<file path="config.mk">
export PLATFORM = sky130hd
export DESIGN_NAME = trlsr_regs
export DESIGN_NICKNAME = d
export VERILOG_FILES = /design/src/rtl/trlsr_pkg.sv /design/src/rtl/trlsr_hyst_cmp.sv /design/src/rtl/trlsr_regs.sv
export SDC_FILE = /design/constraint.sdc
export NUM_CORES = 1
export LEC_CHECK = 0
export BUFFER_PORTS_ARGS = -buffer_cell sky130_fd_sc_hd__buf_4
export CORE_AREA = 10 10 153 155
export CTS_CLUSTER_DIAMETER = 40
export CTS_CLUSTER_SIZE = 20
export DETAILED_ROUTE_END_ITERATION = 12
export DIE_AREA = 0 0 163 165
export PLACE_DENSITY_LB_ADDON = 0.15
export SLEW_MARGIN = 20
export SYNTH_ARGS = -nofsm -noshare
export SYNTH_HDL_FRONTEND = slang
export SYNTH_SLANG_ARGS = --single-unit
</file>
<file path="constraint.sdc">
create_clock -name clock -period 4.9 [get_ports clock]
set_input_delay 0.98 -clock clock [delete_from_list [all_inputs] [get_ports clock]]
set_output_delay 0.98 -clock clock [all_outputs]
set_load 0.005 [all_outputs]
</file>
<file path="src/rtl/trlsr_pkg.sv">
// register map, reset values and status layout for the result/limit/status bank
package trlsr_pkg;
  localparam logic [7:0]  PTR_LOCAL_HIGH       = 8'h00;
  localparam logic [7:0]  PTR_REMOTE_HIGH      = 8'h01;
  localparam logic [7:0]  PTR_STATUS           = 8'h02;
  localparam logic [7:0]  RD_LOCAL_UPPER       = 8'h05;
  localparam logic [7:0]  RD_LOCAL_LOWER       = 8'h06;
  localparam logic [7:0]  RD_REMOTE_UPPER      = 8'h07;
  localparam logic [7:0]  RD_REMOTE_LOWER      = 8'h08;
  localparam logic [7:0]  WR_LOCAL_UPPER       = 8'h0b;
  localparam logic [7:0]  WR_LOCAL_LOWER       = 8'h0c;
  localparam logic [7:0]  WR_REMOTE_UPPER      = 8'h0d;
  localparam logic [7:0]  WR_REMOTE_LOWER      = 8'h0e;
  localparam logic [7:0]  PTR_REMOTE_LOW       = 8'h10;
  localparam logic [7:0]  PTR_REMOTE_UPPER_LOW = 8'h13;
  localparam logic [7:0]  PTR_REMOTE_LOWER_LOW = 8'h14;
  localparam logic [7:0]  PTR_LOCAL_LOW        = 8'h15;
  localparam logic [7:0]  PTR_LOCAL_UPPER_LOW  = 8'h16;
  localparam logic [7:0]  PTR_LOCAL_LOWER_LOW  = 8'h17;
  localparam logic [7:0]  PTR_REMOTE_CRIT      = 8'h19;
  localparam logic [7:0]  PTR_LOCAL_CRIT       = 8'h20;
  localparam logic [7:0]  PTR_HYST             = 8'h21;
  localparam logic [7:0]  POINTER_RESET        = 8'h00;

  localparam logic [11:0] RESULT_RESET         = 12'h000;
  localparam logic [11:0] UPPER_RESET          = 12'h550;
  localparam logic [11:0] LOWER_RESET          = 12'h000;
  localparam logic [7:0]  CRIT_RESET           = 8'h55;
  localparam logic [7:0]  HYST_RESET           = 8'h0a;
  localparam logic [3:0]  FRAC_ZERO            = 4'h0;

  localparam int          ST_BUSY              = 7;
  localparam int          ST_LOCAL_OVER        = 6;
  localparam int          ST_LOCAL_UNDER       = 5;
  localparam int          ST_REMOTE_OVER       = 4;
  localparam int          ST_REMOTE_UNDER      = 3;
  localparam int          ST_OPEN              = 2;
  localparam int          ST_REMOTE_CRIT       = 1;
  localparam int          ST_LOCAL_CRIT        = 0;

  // latched flag vector positions
  localparam int          LF_LOCAL_OVER        = 0;
  localparam int          LF_LOCAL_UNDER       = 1;
  localparam int          LF_REMOTE_OVER       = 2;
  localparam int          LF_REMOTE_UNDER      = 3;
  localparam int          LF_OPEN              = 4;

  typedef enum logic [1:0] {COH_NONE, COH_LOCAL, COH_REMOTE} trlsr_coh_t;
endpackage

</file>
<file path="src/rtl/trlsr_hyst_cmp.sv">
// threshold comparator with hysteresis, updated at the end of a conversion
`timescale 1ns/100ps
module trlsr_hyst_cmp
(
  input  wire logic        clock,
  input  wire logic        rst_b,
  input  wire logic        update,
  input  wire logic [11:0] value,
  input  wire logic [11:0] limit,
  input  wire logic [11:0] hyst,
  output logic             active
);
  logic [11:0] floorLevel;

  // saturate so a small limit with big hysteresis cannot wrap
  always_comb
  begin
    floorLevel = (hyst > limit) ? 12'h000 : limit - hyst;
  end

  always_ff @(posedge clock)
  begin
    if (!rst_b)
      active <= 1'b0;
    else if (update && (value > limit))
      active <= 1'b1;
    else if (update && (value <= floorLevel))
      active <= 1'b0;
  end
endmodule

</file>
<file path="src/rtl/trlsr_regs.sv">
// result, limit, critical limit, hysteresis and status register bank
`timescale 1ns/100ps
module trlsr_regs
(
  input  wire logic        clock,
  input  wire logic        rst_b,
  input  wire logic        cmdStart,
  input  wire logic [7:0]  cmdPointer,
  input  wire logic        wrByte,
  input  wire logic        wrSecond,
  input  wire logic [7:0]  wrData,
  input  wire logic        rdByte,
  input  wire logic        rdSecond,
  output logic      [7:0]  rdData,
  output logic             rdValid,
  input  wire logic        convBusy,
  input  wire logic        convDone,
  input  wire logic        convRemote,
  input  wire logic        convOpen,
  input  wire logic [11:0] convResult,
  input  wire logic        pinFunctionSelect,
  input  wire logic        alertRespond,
  output logic             alertOut,
  output logic             alertOe_b
);
  logic [7:0]         pointer;
  logic [7:0]         effWrAddr;
  logic [7:0]         effRdAddr;
  logic [7:0]         rdMux;
  logic [11:0]        localResult;
  logic [11:0]        remoteResult;
  logic [11:0]        localUpper;
  logic [11:0]        localLower;
  logic [11:0]        remoteUpper;
  logic [11:0]        remoteLower;
  logic [7:0]         localCrit;
  logic [7:0]         remoteCrit;
  logic [7:0]         hysteresis;
  logic [3:0]         shadowLow;
  trlsr_pkg::trlsr_coh_t coh;
  logic               localDone;
  logic               remoteDone;
  logic               remoteGood;
  logic               statusRead;
  logic [4:0]         latchSet;
  logic [4:0]         latchCond;
  logic [4:0]         latched;
  logic [4:0]         latchedPrev;
  logic               localCritFlag;
  logic               remoteCritFlag;
  logic               localOverHyst;
  logic               remoteOverHyst;
  logic [7:0]         statusVec;
  logic               alertLatch;
  logic               next_alertOe_b;

  assign localDone  = convDone & ~convRemote;
  assign remoteDone = convDone & convRemote;
  assign remoteGood = remoteDone & ~convOpen;

  always_ff @(posedge clock)
  begin
    if (!rst_b)
      pointer <= trlsr_pkg::POINTER_RESET;
    else if (cmdStart)
      pointer <= cmdPointer;
  end

  // second byte of a two-byte access lands on the paired low byte
  always_comb
  begin
    effWrAddr = pointer;
    if (wrSecond)
    begin
      case (pointer)
        trlsr_pkg::WR_LOCAL_UPPER:  effWrAddr = trlsr_pkg::PTR_LOCAL_UPPER_LOW;
        trlsr_pkg::WR_LOCAL_LOWER:  effWrAddr = trlsr_pkg::PTR_LOCAL_LOWER_LOW;
        trlsr_pkg::WR_REMOTE_UPPER: effWrAddr = trlsr_pkg::PTR_REMOTE_UPPER_LOW;
        trlsr_pkg::WR_REMOTE_LOWER: effWrAddr = trlsr_pkg::PTR_REMOTE_LOWER_LOW;
        default:                    effWrAddr = pointer;
      endcase
    end
  end

  always_comb
  begin
    effRdAddr = pointer;
    if (rdSecond)
    begin
      case (pointer)
        trlsr_pkg::PTR_LOCAL_HIGH:  effRdAddr = trlsr_pkg::PTR_LOCAL_LOW;
        trlsr_pkg::PTR_REMOTE_HIGH: effRdAddr = trlsr_pkg::PTR_REMOTE_LOW;
        trlsr_pkg::RD_LOCAL_UPPER:  effRdAddr = trlsr_pkg::PTR_LOCAL_UPPER_LOW;
        trlsr_pkg::RD_LOCAL_LOWER:  effRdAddr = trlsr_pkg::PTR_LOCAL_LOWER_LOW;
        trlsr_pkg::RD_REMOTE_UPPER: effRdAddr = trlsr_pkg::PTR_REMOTE_UPPER_LOW;
        trlsr_pkg::RD_REMOTE_LOWER: effRdAddr = trlsr_pkg::PTR_REMOTE_LOWER_LOW;
        default:                    effRdAddr = pointer;
      endcase
    end
  end

  // results only change from the converter side
  always_ff @(posedge clock)
  begin
    if (!rst_b)
      localResult <= trlsr_pkg::RESULT_RESET;
    else if (localDone)
      localResult <= convResult;
  end

  // an open diode gives no valid reading, so the old result stays
  always_ff @(posedge clock)
  begin
    if (!rst_b)
      remoteResult <= trlsr_pkg::RESULT_RESET;
    else if (remoteGood)
      remoteResult <= convResult;
  end

  // limits are stored raw; no reformatting on range change
  always_ff @(posedge clock)
  begin
    if (!rst_b)
    begin
      localUpper  <= trlsr_pkg::UPPER_RESET;
      localLower  <= trlsr_pkg::LOWER_RESET;
      remoteUpper <= trlsr_pkg::UPPER_RESET;
      remoteLower <= trlsr_pkg::LOWER_RESET;
      localCrit   <= trlsr_pkg::CRIT_RESET;
      remoteCrit  <= trlsr_pkg::CRIT_RESET;
      hysteresis  <= trlsr_pkg::HYST_RESET;
    end
    else if (wrByte)
    begin
      // result and status addresses fall to default
      case (effWrAddr)
        trlsr_pkg::WR_LOCAL_UPPER:       localUpper[11:4]  <= wrData;
        trlsr_pkg::PTR_LOCAL_UPPER_LOW:  localUpper[3:0]   <= wrData[7:4];
        trlsr_pkg::WR_LOCAL_LOWER:       localLower[11:4]  <= wrData;
        trlsr_pkg::PTR_LOCAL_LOWER_LOW:  localLower[3:0]   <= wrData[7:4];
        trlsr_pkg::WR_REMOTE_UPPER:      remoteUpper[11:4] <= wrData;
        trlsr_pkg::PTR_REMOTE_UPPER_LOW: remoteUpper[3:0]  <= wrData[7:4];
        trlsr_pkg::WR_REMOTE_LOWER:      remoteLower[11:4] <= wrData;
        trlsr_pkg::PTR_REMOTE_LOWER_LOW: remoteLower[3:0]  <= wrData[7:4];
        trlsr_pkg::PTR_LOCAL_CRIT:       localCrit         <= wrData;
        trlsr_pkg::PTR_REMOTE_CRIT:      remoteCrit        <= wrData;
        trlsr_pkg::PTR_HYST:             hysteresis        <= wrData;
        default:                         ;
      endcase
    end
  end

  // high byte read freezes the matching low nibble until the next read
  always_ff @(posedge clock)
  begin
    if (!rst_b)
    begin
      coh       <= trlsr_pkg::COH_NONE;
      shadowLow <= 4'h0;
    end
    else if (rdByte)
    begin
      if (effRdAddr == trlsr_pkg::PTR_LOCAL_HIGH)
      begin
        coh       <= trlsr_pkg::COH_LOCAL;
        shadowLow <= localResult[3:0];
      end
      else if (effRdAddr == trlsr_pkg::PTR_REMOTE_HIGH)
      begin
        coh       <= trlsr_pkg::COH_REMOTE;
        shadowLow <= remoteResult[3:0];
      end
      else
        coh <= trlsr_pkg::COH_NONE;
    end
  end

  trlsr_hyst_cmp localCritCmp
  (
    .clock  (clock),
    .rst_b  (rst_b),
    .update (localDone),
    .value  ({convResult[11:4], trlsr_pkg::FRAC_ZERO}),
    .limit  ({localCrit, trlsr_pkg::FRAC_ZERO}),
    .hyst   ({hysteresis, trlsr_pkg::FRAC_ZERO}),
    .active (localCritFlag)
  );

  trlsr_hyst_cmp remoteCritCmp
  (
    .clock  (clock),
    .rst_b  (rst_b),
    .update (remoteGood),
    .value  ({convResult[11:4], trlsr_pkg::FRAC_ZERO}),
    .limit  ({remoteCrit, trlsr_pkg::FRAC_ZERO}),
    .hyst   ({hysteresis, trlsr_pkg::FRAC_ZERO}),
    .active (remoteCritFlag)
  );

  trlsr_hyst_cmp localOverCmp
  (
    .clock  (clock),
    .rst_b  (rst_b),
    .update (localDone),
    .value  (convResult),
    .limit  (localUpper),
    .hyst   ({hysteresis, trlsr_pkg::FRAC_ZERO}),
    .active (localOverHyst)
  );

  trlsr_hyst_cmp remoteOverCmp
  (
    .clock  (clock),
    .rst_b  (rst_b),
    .update (remoteGood),
    .value  (convResult),
    .limit  (remoteUpper),
    .hyst   ({hysteresis, trlsr_pkg::FRAC_ZERO}),
    .active (remoteOverHyst)
  );

  always_comb
  begin
    latchSet                            = '0;
    latchSet[trlsr_pkg::LF_LOCAL_OVER]   = localDone && (convResult > localUpper);
    latchSet[trlsr_pkg::LF_LOCAL_UNDER]  = localDone && (convResult < localLower);
    latchSet[trlsr_pkg::LF_REMOTE_OVER]  = remoteGood && (convResult > remoteUpper);
    latchSet[trlsr_pkg::LF_REMOTE_UNDER] = remoteGood && (convResult < remoteLower);
    latchSet[trlsr_pkg::LF_OPEN]         = remoteDone && convOpen;
  end

  // last conversion's verdict per flag; a read may only clear a flag whose cause is gone
  always_ff @(posedge clock)
  begin
    if (!rst_b)
      latchCond <= '0;
    else
    begin
      if (localDone)
      begin
        latchCond[trlsr_pkg::LF_LOCAL_OVER]  <= latchSet[trlsr_pkg::LF_LOCAL_OVER];
        latchCond[trlsr_pkg::LF_LOCAL_UNDER] <= latchSet[trlsr_pkg::LF_LOCAL_UNDER];
      end
      if (remoteDone)
        latchCond[trlsr_pkg::LF_OPEN] <= convOpen;
      if (remoteGood)
      begin
        latchCond[trlsr_pkg::LF_REMOTE_OVER]  <= latchSet[trlsr_pkg::LF_REMOTE_OVER];
        latchCond[trlsr_pkg::LF_REMOTE_UNDER] <= latchSet[trlsr_pkg::LF_REMOTE_UNDER];
      end
    end
  end

  assign statusRead = rdByte && (effRdAddr == trlsr_pkg::PTR_STATUS);

  // set beats a clearing read in the same cycle
  always_ff @(posedge clock)
  begin
    if (!rst_b)
      latched <= '0;
    else
    begin
      for (int i = 0; i < 5; i++)
      begin
        if (latchSet[i])
          latched[i] <= 1'b1;
        else if (statusRead && !latchCond[i])
          latched[i] <= 1'b0;
      end
    end
  end

  always_comb
  begin
    statusVec                            = '0;
    statusVec[trlsr_pkg::ST_BUSY]         = convBusy;
    statusVec[trlsr_pkg::ST_LOCAL_OVER]   = pinFunctionSelect ? localOverHyst
                                                              : latched[trlsr_pkg::LF_LOCAL_OVER];
    statusVec[trlsr_pkg::ST_LOCAL_UNDER]  = latched[trlsr_pkg::LF_LOCAL_UNDER];
    statusVec[trlsr_pkg::ST_REMOTE_OVER]  = pinFunctionSelect ? remoteOverHyst
                                                              : latched[trlsr_pkg::LF_REMOTE_OVER];
    statusVec[trlsr_pkg::ST_REMOTE_UNDER] = latched[trlsr_pkg::LF_REMOTE_UNDER];
    statusVec[trlsr_pkg::ST_OPEN]         = latched[trlsr_pkg::LF_OPEN];
    statusVec[trlsr_pkg::ST_REMOTE_CRIT]  = remoteCritFlag;
    statusVec[trlsr_pkg::ST_LOCAL_CRIT]   = localCritFlag;
  end

  // unmapped addresses and unused low-byte nibbles read as zero
  always_comb
  begin
    rdMux = 8'h00;
    case (effRdAddr)
      trlsr_pkg::PTR_LOCAL_HIGH:       rdMux = localResult[11:4];
      trlsr_pkg::PTR_REMOTE_HIGH:      rdMux = remoteResult[11:4];
      trlsr_pkg::PTR_LOCAL_LOW:        rdMux = {(coh == trlsr_pkg::COH_LOCAL) ? shadowLow
                                                : localResult[3:0], trlsr_pkg::FRAC_ZERO};
      trlsr_pkg::PTR_REMOTE_LOW:       rdMux = {(coh == trlsr_pkg::COH_REMOTE) ? shadowLow
                                                : remoteResult[3:0], trlsr_pkg::FRAC_ZERO};
      trlsr_pkg::PTR_STATUS:           rdMux = statusVec;
      trlsr_pkg::RD_LOCAL_UPPER:       rdMux = localUpper[11:4];
      trlsr_pkg::PTR_LOCAL_UPPER_LOW:  rdMux = {localUpper[3:0], trlsr_pkg::FRAC_ZERO};
      trlsr_pkg::RD_LOCAL_LOWER:       rdMux = localLower[11:4];
      trlsr_pkg::PTR_LOCAL_LOWER_LOW:  rdMux = {localLower[3:0], trlsr_pkg::FRAC_ZERO};
      trlsr_pkg::RD_REMOTE_UPPER:      rdMux = remoteUpper[11:4];
      trlsr_pkg::PTR_REMOTE_UPPER_LOW: rdMux = {remoteUpper[3:0], trlsr_pkg::FRAC_ZERO};
      trlsr_pkg::RD_REMOTE_LOWER:      rdMux = remoteLower[11:4];
      trlsr_pkg::PTR_REMOTE_LOWER_LOW: rdMux = {remoteLower[3:0], trlsr_pkg::FRAC_ZERO};
      trlsr_pkg::PTR_LOCAL_CRIT:       rdMux = localCrit;
      trlsr_pkg::PTR_REMOTE_CRIT:      rdMux = remoteCrit;
      trlsr_pkg::PTR_HYST:             rdMux = hysteresis;
      default:                         rdMux = 8'h00;
    endcase
  end

  always_ff @(posedge clock)
  begin
    if (!rst_b)
    begin
      rdData  <= 8'h00;
      rdValid <= 1'b0;
    end
    else
    begin
      rdValid <= rdByte;
      if (rdByte)
        rdData <= rdMux;
    end
  end

  // pin stays pulled until alert response, not until status read
  always_ff @(posedge clock)
  begin
    if (!rst_b)
    begin
      latchedPrev <= '0;
      alertLatch  <= 1'b0;
    end
    else
    begin
      latchedPrev <= latched;
      if (!pinFunctionSelect && |(latched & ~latchedPrev))
        alertLatch <= 1'b1;
      else if (alertRespond)
        alertLatch <= 1'b0;
    end
  end

  always_comb
  begin
    if (pinFunctionSelect)
      next_alertOe_b = ~(localOverHyst | remoteOverHyst);
    else
      next_alertOe_b = ~alertLatch;
  end

  always_ff @(posedge clock)
  begin
    if (!rst_b)
      alertOe_b <= 1'b1;
    else
      alertOe_b <= next_alertOe_b;
  end

  assign alertOut = 1'b0;
endmodule

</file>
==> metrics.md <==
| Metric | Value |
|---|---|
| Status | finished, final reports clean |
| Critical path buffers and inverters | 1 |
| Clk_lat worst skew | 440 ps |
| Fin crit share | 0.801 |
| Starting Density | 0.507 |
| Routed wire length | 33,100 um |
| I/O Pins | 52 |
| CP peak stage delay | 630 ps |
| N_diodes | 0 |
| WP data required | 5200 ps |
| Top delay family on crit path | simple AND/OR/NAND/NOR gates |
| Placed insts | 1,516 |
| Most common cell after layout, fill and taps aside | nand2_1 |
| Hold Path Class | reg2reg |
| Static Leak | between 4 and 5 nW |
| Final HPWL DP | 24,100 um |
| Adder-cell share of the synthesized area | 0.172 |
| Synth async-reset ratio | 0 |
| Place WS | a little over 1000 ps |
| Worst setup SP type | flip-flop |
| Port Buffers | 50 |
| Share of post-route cells with drive strength above 1 | 0.102 |
| Register bit total from synthesis | 140 |
| Die Y | 165 um |
| Worst path slowest cell | or4b_2 |
| Hold Vio Cnt, Final | 0 |
| Hold buffer count at cts | 0 |
| Mapped Nets | 1,421 |
| Initial antenna violation count | 0 |
| Critical-path cell list | inv_1 -> ha_1 -> nor2b_1 -> o21ai_0 -> a21boi_0 -> o211a_1 -> or4b_2 -> o2bb2ai_1 -> and3b_1 -> ha_1 -> nand3_1 -> nor3_1 -> a21o_1 -> a31oi_1 -> o21ai_0 -> a21oi_1 |
| Simple-Gate Fraction of Synth Area | 0.219 |
| WHS | 453 ps |
| Global-route usage over all layers | 0.245 |
| Largest family of logic cells by synthesized area | simple AND/OR/NAND/NOR gates |
| Postcts setup bufs | 0 |
| Largest net degree at the start of global routing | 55 |
| Post-synth top area share | 0.274 |
| Finished Layout Cells | ~1,500 |
| Clock skew | 11.1 ps |
| Setup CP Type | reg2reg |
| Worst EP arrival | 4230 ps |
| Top_reg_cell synth | dfxtp_1 |
| Core area | 0.0202 mm^2 |
| TritonCTS clock tree | yes |
| FF+latch area | 0.00280 mm^2 |
| Routability cong. | 0.945 |
| Footprint of the multi-input gates | 0.00688 mm^2 |
| CTS resizes | 0 |
| Sequential-to-total area share from yosys stat | 0.274 |
| H-tree depth | 4 |
| Yosys warnings | 0 |
| Final setup viols | 0 |
| CP Capture Type | flip-flop |
| Mux cell area share after synthesis | 0.0817 |
| CTS Buffer Depth | 2 |
| Most frequent cells in the layout | 147 x nand2_1, 140 x dfxtp_1, 134 x ha_1 |
| Vias in the first global route | 8,746 |
| Post-synthesis cell area | between 0.01 and 0.015 mm^2 |
| Max Cap Viol | 0 |
| Final net count | 1,444 |
| DRT iter0 DRCs | 807 |
| Routed Antenna Nets | 0 |
| Worst setup margin | 976 ps |
| Syn Area/Cell | 8.24 um^2 |
| Max-slew headroom | 0.293 |
| Actual slew at the worst max-slew pin | between 1000 and 1500 ps |
| Filler cell count | 1,920 |
| Clock-pin slew on the worst setup and hold paths | 70 ps |
| Clock period minus worst slack | 3920 ps |
| Clk sinks | 140 |
| Residual DRC | 0 |
| Area leader, netlist | dfxtp_1 |
| PwrDens | approximately 260 mW/mm^2 |
| Clock root cell | clkbuf_16 |
| F_max | 0.255 GHz |
| # rows | 52 |
| VDD IR max | 265 uV |
| DRT Pass-1 Iters | 8 |
| Drt wl/cell | approximately 21 um |
| Area contributors post-synth | dfxtp_1 27%, ha_1 16%, mux2i_1 7.7% |
| Setup_tns | 0 ps |
| DP Area | 0.0108 mm^2 |
| Num CTS Buffers | 17 |
| Post-Synth XOR/XNOR Area | 0.0137 |
| Fin. max-slew vios | 0 |
| Final instance area | 0.0114 mm^2 |
| Max FO, Critical Path | 7 |
| Synth Instances | 1,242 |
| First-pass GRT wire length | 50,700 um |
| Post-synthesis compound-gate area fraction | 0.186 |
| Die X | between 150 and 200 um |
| Area Overhead vs Synth | 11.1% |
| Via density per instance | 6.03 |
| Die area | 0.0269 mm^2 |
| Routed via count | 9,331 |
| Post-synth EDFFs | 0 |
| Gr ovfl total | 0 |
| Netlist cell types | 84 |
| RSZ-0062 raised after global routing | false |
-- flip-flops by register name (all words and copies together), names as in the netlist, 2 cells and up --
name          flops
remoteUpper      12
localCrit         8
localUpper       12
shadowLow         4
remoteCrit        8
pointer           8
localLower       12
latchCond         5
remoteResult     12
rdData            8
localResult      12
latched           5
latchedPrev       5
remoteLower      12
hysteresis        8
coh               2
-- cell usage after synthesis, types with 11 or more instances --
cell,n
a21o_1,35
a21oi_1,84
clkbuf_1,39
dfxtp_1,140
ha_1,134
inv_1,83
mux2i_1,79
nand2_1,147
nand2b_1,30
nand3_1,42
nand3b_1,16
nand4_1,19
nor2_1,93
nor2b_1,26
o211ai_1,16
o21a_1,11
o21ai_0,52
xnor2_1,11
-- area by class of cell --
type	instances	share of cell area
Multi-Input combinational cell	961	0.605
Sequential cell	140	0.247
Timing Repair Buffer	60	0.0396
Clock buffer	19	0.0390
Tap cell	270	0.0297
Inverter	85	0.0281
Clock inverter	12	0.0123
-- kinds of logic (layout without fill, tap and decap cells) --
group,count (synthesis),in the layout
and+or+nand+nor,438,438
AOI/OAI and AO/OA,285,285
buffers and inverters,141,176
DFF,140,140
adders and majority gates,138,138
muxes,83,83
xor gates and xnor gates,16,16
other,1,1
-- metrics by stage --
stage                      util  total power (W)
after CTS                 0.564          0.00290
after floorplan               -          0.00147
after detailed placement  0.535          0.00161
final                     0.564          0.00290
after global routing      0.564          0.00300
after global placement    0.535          0.00161
-- tightest hold or removal path, cell delays in order (launching register included) --
cell and delay (ps):
dfxtp_1 310, nand2_1 50, a21oi_1 50
-- power by group --
group	switching, W	leakage, nW	total [W]	internal (W)
clock network	0.000540	0.276	0.00130	0.000765
logic	0.000251	3.55	0.000404	0.000153
registers	0.0000286	1.14	0.00119	0.00116
total	0.000819	4.96	0.00290	0.00208
-- final timing paths --
path         cells after the start  slack (ps)                       start                          endpoint
max                             16         980  hysteresis[1]$_SDFFE_PN1P_  localCritCmp.active$_SDFFE_PN0P_
min                              2         450   latchCond[3]$_SDFFE_PN0P_         latchCond[3]$_SDFFE_PN0P_
max reg2reg                     16         980  hysteresis[1]$_SDFFE_PN1P_  localCritCmp.active$_SDFFE_PN0P_
min reg2reg                      2         450   latchCond[3]$_SDFFE_PN0P_         latchCond[3]$_SDFFE_PN0P_
-- metal layers --
metal  track usage  share of wire  up-vias
li1              -              -     4508
met1         0.332           0.46     4375
met2         0.370           0.43      386
met3        0.0570          0.085       62
met4        0.0955          0.031        0
met5             0              0        -
Power figures use the tool's default switching activity.
